**config.mk**
```make
export PLATFORM = sky130hd
export DESIGN_NAME = crs_core_regs
export DESIGN_NICKNAME = d
export VERILOG_FILES = /design/src/rtl/crs_pkg.sv /design/src/rtl/crs_flags.sv /design/src/rtl/crs_pc.sv /design/src/rtl/crs_core_regs.sv
export SDC_FILE = /design/constraint.sdc
export NUM_CORES = 1
export LEC_CHECK = 0
export ABC_AREA = 1
export BUFFER_PORTS_ARGS = -buffer_cell sky130_fd_sc_hd__buf_4
export CAP_MARGIN = 30
export CORE_MARGIN = 2
export CORE_UTILIZATION = 45
export DETAILED_ROUTE_END_ITERATION = 12
export PLACE_DENSITY = 0.86
export SETUP_SLACK_MARGIN = 0.1
export SLEW_MARGIN = 20
export SYNTH_ARGS = -nofsm -noshare
export SYNTH_HDL_FRONTEND = slang
export SYNTH_HIERARCHICAL = 1
export SYNTH_SLANG_ARGS = --single-unit
```
**constraint.sdc**
```tcl
create_clock -name clk_sys_i -period 2.17 [get_ports clk_sys_i]
set_clock_uncertainty 0.05 [all_clocks]
set_input_delay 0.217 -clock clk_sys_i [delete_from_list [all_inputs] [get_ports clk_sys_i]]
set_output_delay 0.217 -clock clk_sys_i [all_outputs]
set_load 0.01 [all_outputs]
```
**src/rtl/crs_pkg.sv**
```systemverilog
// Package: constants and carriers for the CPU core register set
package crs_pkg;

    // ==================================================================
    // Widths
    localparam int DATA_W = 8;                          // Data-side register width
    localparam int PC_W   = 16;                         // Program counter width

    // ==================================================================
    // Register space
    localparam logic [8:0] FLAGS_ADDR   = 9'h0f7;       // Flags read address
    localparam logic [8:0] EXT_BASE     = 9'h100;       // First extended address

    // ==================================================================
    // Flag bit positions
    localparam int GIE_BIT   = 0;
    localparam int ZERO_BIT  = 1;
    localparam int CARRY_BIT = 2;
    localparam int SUPER_BIT = 3;
    localparam int BANK_BIT  = 4;

    // ==================================================================
    // Reset values
    localparam logic [7:0]  FLAGS_RST = 8'h02;
    localparam logic [7:0]  REG_RST   = 8'h00;
    localparam logic [15:0] PC_RST    = 16'h0000;
    localparam logic [7:0]  FLAGS_SW_MASK = 8'h17;      // Bits software may change
    localparam logic [7:0]  SP_ONE    = 8'h01;
    localparam logic [15:0] PC_ONE    = 16'h0001;

    // ==================================================================
    // Destination, flag, stack pointer and program counter operation selectors
    typedef enum logic [2:0] {
        CRS_DST_NONE = 3'h0,
        CRS_DST_A    = 3'h1,
        CRS_DST_X    = 3'h3,
        CRS_DST_SP   = 3'h2,
        CRS_DST_F    = 3'h6
    } crs_dst_e;

    typedef enum logic [1:0] {
        CRS_FOP_NONE = 2'h0,
        CRS_FOP_OR   = 2'h1,
        CRS_FOP_AND  = 2'h3,
        CRS_FOP_ALU  = 2'h2
    } crs_fop_e;

    typedef enum logic [2:0] {
        CRS_SP_HOLD = 3'h0,
        CRS_SP_INC  = 3'h1,
        CRS_SP_DEC  = 3'h3,
        CRS_SP_LOAD = 3'h2,
        CRS_SP_ADD  = 3'h6
    } crs_spop_e;

    typedef enum logic [1:0] {
        CRS_PC_HOLD = 2'h0,
        CRS_PC_INC  = 2'h1,
        CRS_PC_LOAD = 2'h3
    } crs_pcop_e;

    // Execution update from decoder and ALU
    typedef struct packed {
        crs_dst_e        dst;       // Which register takes wdata
        logic [7:0]      wdata;     // Result byte
        crs_fop_e        fop;       // Flag operation
        logic [7:0]      imm;       // Immediate for OR/AND to flags
        logic            alu_carry; // Carry out of ALU op
        logic            alu_zero;  // Zero result of ALU op
        crs_spop_e       spop;      // Stack pointer operation
        crs_pcop_e       pcop;      // Program counter operation
        logic [15:0]     pc_load;   // Jump or call target
    } crs_upd_s;

    // Register-space access request
    typedef struct packed {
        logic       rd;             // Read strobe
        logic [8:0] addr;           // Register-space address
    } crs_rs_req_s;

endpackage : crs_pkg

```
**src/rtl/crs_flags.sv**
```systemverilog
// Flags register with software masking and core-only supervisor bit
`timescale 1ns/100ps
`default_nettype none
module crs_flags
    import crs_pkg::*;
(
    // Clock and reset
    input  wire logic       clk_sys_i,
    input  wire logic       rst_b_i,
    // Update controls
    input  wire crs_fop_e   fop_i,
    input  wire logic [7:0] imm_i,
    input  wire logic       alu_carry_i,
    input  wire logic       alu_zero_i,
    input  wire logic       super_set_i,
    input  wire logic       super_clr_i,
    // Flags value
    output logic      [7:0] flags_o
);

    logic [7:0] flags_r;
    logic [7:0] flags_nxt;
    logic [7:0] sw_val;

    // Next flags value
    always_comb begin
        sw_val    = flags_r;
        flags_nxt = flags_r;
        unique case (fop_i)
            CRS_FOP_OR:   sw_val = flags_r | imm_i;
            CRS_FOP_AND:  sw_val = flags_r & imm_i;
            default:      sw_val = flags_r;
        endcase
        // Supervisor and reserved bits keep their value on software ops
        flags_nxt = (sw_val & FLAGS_SW_MASK) | (flags_r & ~FLAGS_SW_MASK);
        if (fop_i == CRS_FOP_ALU) begin
            flags_nxt[CARRY_BIT] = alu_carry_i;
            flags_nxt[ZERO_BIT]  = alu_zero_i;
        end
        if (super_set_i) begin
            flags_nxt[SUPER_BIT] = 1'b1;
        end else if (super_clr_i) begin
            flags_nxt[SUPER_BIT] = 1'b0;
        end
    end

    // Register
    always_ff @(posedge clk_sys_i) begin
        if (!rst_b_i) begin
            flags_r <= FLAGS_RST;
        end else begin
            flags_r <= flags_nxt;
        end
    end

    assign flags_o = flags_r;
endmodule : crs_flags
`default_nettype wire

```
**src/rtl/crs_pc.sv**
```systemverilog
// Sixteen-bit program counter
`timescale 1ns/100ps
`default_nettype none
module crs_pc
    import crs_pkg::*;
(
    // Clock and reset
    input  wire logic        clk_sys_i,
    input  wire logic        rst_b_i,
    // Control
    input  wire crs_pcop_e   pcop_i,
    input  wire logic [15:0] load_i,
    // Value
    output logic      [15:0] pc_o
);

    logic [15:0] pc_r;
    logic [15:0] pc_nxt;

    // Next program counter
    always_comb begin
        unique case (pcop_i)
            CRS_PC_INC:  pc_nxt = pc_r + PC_ONE;
            CRS_PC_LOAD: pc_nxt = load_i;
            default:     pc_nxt = pc_r;
        endcase
    end

    // Register; starts at program address zero
    always_ff @(posedge clk_sys_i) begin
        if (!rst_b_i) begin
            pc_r <= PC_RST;
        end else begin
            pc_r <= pc_nxt;
        end
    end

    assign pc_o = pc_r;
endmodule : crs_pc
`default_nettype wire

```
**src/rtl/crs_core_regs.sv**
```systemverilog
// Core register set: accumulator, index, stack, program counter, flags
`timescale 1ns/100ps
`default_nettype none
module crs_core_regs
    import crs_pkg::*;
(
    // Clock and reset
    input  wire logic        clk_sys_i,
    input  wire logic        rst_b_i,
    // Execution update from decoder and ALU
    input  wire crs_upd_s    upd_i,
    input  wire logic        super_enter_i,
    input  wire logic        super_leave_i,
    // Indexed address formation
    input  wire logic [7:0]  idx_operand_i,
    output logic      [7:0]  idx_addr_o,
    // Register-space access
    input  wire crs_rs_req_s rs_req_i,
    output logic      [7:0]  rs_rdata_o,
    output logic             rs_flags_hit_o,
    output logic             rs_ext_ok_o,
    output logic             rs_refused_o,
    // Interrupt gating
    input  wire logic        irq_pending_i,
    output logic             irq_take_o,
    // Register values
    output logic      [7:0]  acc_o,
    output logic      [7:0]  index_o,
    output logic      [7:0]  stack_top_o,
    output logic      [7:0]  program_counter_low_byte_o,
    output logic      [7:0]  program_counter_high_byte_o,
    output logic      [7:0]  flags_o,
    output logic             bank_select_bit_o
);

    // ==================================================================
    // State
    logic [7:0]  acc_r,     acc_nxt;
    logic [7:0]  index_r,   index_nxt;
    logic [7:0]  sp_r,      sp_nxt;
    logic [7:0]  idx_r,     idx_nxt;
    logic [7:0]  rdata_r,   rdata_nxt;
    logic        hit_r,     hit_nxt;
    logic        ext_r,     ext_nxt;
    logic        ref_r,     ref_nxt;
    logic        irq_r,     irq_nxt;
    logic [7:0]  flags_w;
    logic [15:0] pc_w;

    // ==================================================================
    // Submodules
    // Flags hold their own masking so software ops cannot reach bit 3
    crs_flags u_flags (
        .clk_sys_i   (clk_sys_i),
        .rst_b_i     (rst_b_i),
        .fop_i       (upd_i.fop),
        .imm_i       (upd_i.imm),
        .alu_carry_i (upd_i.alu_carry),
        .alu_zero_i  (upd_i.alu_zero),
        .super_set_i (super_enter_i),
        .super_clr_i (super_leave_i),
        .flags_o     (flags_w)
    );

    crs_pc u_pc (
        .clk_sys_i (clk_sys_i),
        .rst_b_i   (rst_b_i),
        .pcop_i    (upd_i.pcop),
        .load_i    (upd_i.pc_load),
        .pc_o      (pc_w)
    );

    // ==================================================================
    // Accumulator and index next values
    always_comb begin
        acc_nxt   = acc_r;
        index_nxt = index_r;
        if (upd_i.dst == CRS_DST_A) begin
            acc_nxt = upd_i.wdata;
        end
        if (upd_i.dst == CRS_DST_X) begin
            index_nxt = upd_i.wdata;
        end
    end

    // Stack pointer next value; add uses the result byte as offset
    always_comb begin
        sp_nxt = sp_r;
        unique case (upd_i.spop)
            CRS_SP_INC:  sp_nxt = sp_r + SP_ONE;
            CRS_SP_DEC:  sp_nxt = sp_r - SP_ONE;
            CRS_SP_LOAD: sp_nxt = upd_i.wdata;
            CRS_SP_ADD:  sp_nxt = sp_r + upd_i.wdata;
            default:     sp_nxt = sp_r;
        endcase
        if (upd_i.dst == CRS_DST_SP && upd_i.spop == CRS_SP_HOLD) begin
            sp_nxt = upd_i.wdata;
        end
    end

    // Indexed address, registered; wraps within the 8-bit space
    always_comb begin
        idx_nxt = index_r + idx_operand_i;
    end

    // Register-space decode; only the flags answer, other core regs hidden
    always_comb begin
        hit_nxt   = rs_req_i.rd && (rs_req_i.addr == FLAGS_ADDR);
        rdata_nxt = hit_nxt ? flags_w : REG_RST;
        ext_nxt   = rs_req_i.rd && (rs_req_i.addr >= EXT_BASE)
                    && flags_w[BANK_BIT];
        ref_nxt   = rs_req_i.rd && (rs_req_i.addr >= EXT_BASE)
                    && !flags_w[BANK_BIT];
    end

    // Global interrupt gate
    always_comb begin
        irq_nxt = irq_pending_i && flags_w[GIE_BIT];
    end

    // ==================================================================
    // Registers
    always_ff @(posedge clk_sys_i) begin
        if (!rst_b_i) begin
            acc_r   <= REG_RST;
            index_r <= REG_RST;
            sp_r    <= REG_RST;
            idx_r   <= REG_RST;
            rdata_r <= REG_RST;
            hit_r   <= 1'b0;
            ext_r   <= 1'b0;
            ref_r   <= 1'b0;
            irq_r   <= 1'b0;
        end else begin
            acc_r   <= acc_nxt;
            index_r <= index_nxt;
            sp_r    <= sp_nxt;
            idx_r   <= idx_nxt;
            rdata_r <= rdata_nxt;
            hit_r   <= hit_nxt;
            ext_r   <= ext_nxt;
            ref_r   <= ref_nxt;
            irq_r   <= irq_nxt;
        end
    end

    // Outputs; flags and PC come from flip-flops inside the submodules
    assign acc_o                       = acc_r;
    assign index_o                     = index_r;
    assign stack_top_o                 = sp_r;
    assign idx_addr_o                  = idx_r;
    assign rs_rdata_o                  = rdata_r;
    assign rs_flags_hit_o              = hit_r;
    assign rs_ext_ok_o                 = ext_r;
    assign rs_refused_o                = ref_r;
    assign irq_take_o                  = irq_r;
    assign flags_o                     = flags_w;
    assign bank_select_bit_o           = flags_w[BANK_BIT];
    assign program_counter_low_byte_o  = pc_w[7:0];
    assign program_counter_high_byte_o = pc_w[15:8];
endmodule : crs_core_regs
`default_nettype wire

```
==> flow_summary.toml <==
[setup_path]
critPathMostFrequentCell = "inv_1"
cp.arrival_ns = 2.04
reg2reg_slack_ns = 0.41
r2r_end = "stack_top_o[6]$_SDFFE_PN0P_"
crit_family = "simple AND/OR/NAND/NOR gates"
worstSetupEndpointType = "register"
cp.required_ns = 2.32
rr_worst_depth = 12
crit_path_max_fanout = 3
cp.buffers_inverters = 5
r2r-start = "stack_top_o[0]$_SDFFE_PN0P_"
critPathMaxStageDelay_ns = 0.29
critPathLaunchType = "input pin"
path_cells = "buf_4 > inv_1 > nand2_1 > nor2_2 > inv_1 > or2_2 > ha_1 > inv_1 > fa_2 > inv_1 > nand3_1 > nand2_1 > or2_2 > nand3_1 > a31oi_1"
slowest_stage = "or2_2"
path_class = "input pin to register"

[synth]
synth_edf_count = 0
synthArstFlopShare = 0
avgSynthCellArea_um2 = 6.72
synth.distinct_cells = 38
ys_seq_elements = 65
netlist_area_um2 = 3610
yosysWarnings = 6
synth-seq-area-share = 0.360
synth_top_area_frac = 0.360
synth_top_cells_by_area = "dfxtp_1 36%, nand2_1 13%, inv_1 8.2%, nor2_1 6.0%, a21oi_1 5.4%"
synth_cells = 537
yosys.area.top_type = "dfxtp_1"
synth_ff_type = "dfxtp_1"

[placed_design]
dp.final_hpwl_mm = 7.45
place.gp.congestion = 0.892
portBuffers = 128
dp_cells = 761

[sta]
slew-limit-headroom = 0.589
tns_ns = 0
finalHoldViolCount = 0
tightest_slew_ns = 0.615
period_needed_ns = 1.89
period_share = 0.871
grt_setup_unrepaired = "no"
slew_violations = 0
fmax_mhz = 529
finalSetupViolations = 0
timing.hold.ws_ns = 0.0556

[clock_network]
numCtsBuffers = 9
cts_buffer_depth = 2
cts.clk_slew.worst_paths_ns = 0.07
clk_latency_ns = 0.33
cts_root_buffer = "clkbuf_8"
cts_setup_buffers = 0
htreeDepth = 3
clock_sinks = 65
cts_tree = "built"

[grt]
grt_pass1_vias = 3860
grt_pass1_wl_mm = 16.5
grt_max_degree = 37
grt.total_usage = 0.232
grt.overflow.total = 0
antenna_found_initial = 0

[detailed_routing]
ant_nets = 0
vias = 3950
avgRoutedWirePerCell_um = 12.8
viasPerCell = 5.08
totalWireLength_mm = 9.93
drt_iter0_drc = 134
firstDrtPassIters = 4
route.detailed.drc = 0

[layout]
drive_gt1_frac = 0.261
fin_util = 0.630
layout-area-overhead-vs-synth_pct = 35.6
n_antenna_cell = 0
instances_no_fill = 777
fin_nets = 755

[floorplan]
die_area_um2 = 8760
die-height_um = 93.6
start_util = 0.465
core_um2 = 7770
io_pins = 136
die_w_um = 93.6
rows = 32

[power_and_ir_drop]
p_comb_frac = 0.207
ir_drop_mv = 0.327
p_seq_frac = 0.433
clockPowerShare = 0.360
p_leak_nw = 2.48
intPower_w = 0.00220
p_switching_w = 0.000863
swShare = 0.282
pwr_density_cell_nw_per_um2 = 626

[status]
status = "complete, no violations"

[run]
drv_cap = 0

[worst_hold_path]
hold_path_end = "u_flags/flags_o[3]$_SDFF_PN0_"
min-delay-start = "super_enter_i"
hold_depth = 3
hold_path.class = "input pin to register"
[layout make-up]
class                           instances  area [µm²]
Multi-Input combinational cell        374        1920
Inverter                               86         323
Clock inverter                          5        81.3
Sequential cell                        65        1300
Timing Repair Buffer                  135        1020
Fill cell                             683        2870
Tap cell                              102         128
Clock buffer                           10         128
[how the worst max path moves through the flow]
| stage | from | to | depth (start not counted) |
|---|---|---|---|
| 6_report | upd_i[18] | stack_top_o[4]$_SDFFE_PN0P_ | 15 |
| 2_1_floorplan | upd_i[18] | stack_top_o[4]$_SDFFE_PN0P_ | 14 |
| 3_3_place_gp | upd_i[18] | stack_top_o[4]$_SDFFE_PN0P_ | 15 |
| 4_1_cts | upd_i[18] | stack_top_o[6]$_SDFFE_PN0P_ | 17 |
| 5_1_grt | upd_i[18] | stack_top_o[6]$_SDFFE_PN0P_ | 18 |
| 3_5_place_dp | upd_i[18] | stack_top_o[4]$_SDFFE_PN0P_ | 15 |
[per-stage QoR]
stage	area [µm²]	setup WS (ns)	total power [W]
CTS	4890	0.251	0.00309
global route	4890	0.0900	0.00323
finish	4890	0.279	0.00306
detailed placement	4670	-0.0707	0.00197
floorplan	3620	0.128	0.00169
global placement	4670	0.0165	0.00195
[flip-flops by register name, summed over array words and instances (netlist names)]
signal           count
idx_addr_o           8
irq_take_o           1
stack_top_o          8
index_o              8
acc_o                8
rs_flags_hit_o       1
rs_refused_o         1
u_pc/pc_o           16
rs_ext_ok_o          1
rs_rdata_o           8
u_flags/flags_o      5
[logic make-up after synthesis]
logic type,Yosys count,synth area share
compound gates,100,0.154
xor+xnor,5,0.0121
fa+ha+maj,17,0.0631
buf+inv,100,0.113
flops,65,0.360
other cells,1,0.00104
simple gates,249,0.297
[cells in the final DEF (no fill, tap or decap), types with 4 or more instances in the layout]
cell,n
a31oi_1,5
a21oi_2,5
buf_4,134
ha_1,15
inv_1,79
dfxtp_1,65
xor2_1,4
inv_2,5
nand4_1,7
nand2_1,128
clkbuf_8,9
o21ai_0,34
o21ai_1,6
nor2_1,57
a21oi_1,39
nand3_1,37
or2_2,4
[metal layers]
layer,vias up,global-route usage,share of wire
li1,1984,-,-
met1,1768,0.265,0.40
met2,170,0.405,0.50
met3,28,0.0524,0.072
met4,0,0.115,0.031
met5,-,0,0
[timing repair]
action                                  in CTS  in global routing
hold buffers                                 1                  0
endpoints found under the setup margin       0                  2
hold endpoints to repair                     1                  0
gates resized for setup                      0                  4
[synthesized netlist by cell type, types with 4 or more instances]
| master | n |
|---|---|
| nand2_1 | 128 |
| xor2_1 | 4 |
| nand4_1 | 7 |
| a31oi_1 | 5 |
| a21oi_2 | 5 |
| nand3_1 | 37 |
| inv_2 | 5 |
| or2_2 | 4 |
| o21ai_1 | 6 |
| nor2_1 | 58 |
| o21ai_0 | 35 |
| buf_4 | 4 |
| a21oi_1 | 39 |
| ha_1 | 15 |
| dfxtp_1 | 65 |
| inv_1 | 79 |
[power groups by stage]
stage | combinational (W) | clock, W | sequential (W)
floorplan | 0.000318 | 0 | 0.00137
global placement | 0.000602 | 0 | 0.00135
detailed placement | 0.000625 | 0 | 0.00135
CTS | 0.000631 | 0.00114 | 0.00132
global route | 0.000710 | 0.00119 | 0.00133
finish | 0.000635 | 0.00110 | 0.00133
[tightest hold or removal path: stages]
cell and delay, ns:
buf_4 0.08, a21oi_1 0.03, nor2_1 0.07
No activity file was read; power rests on OpenSTA's default activity.
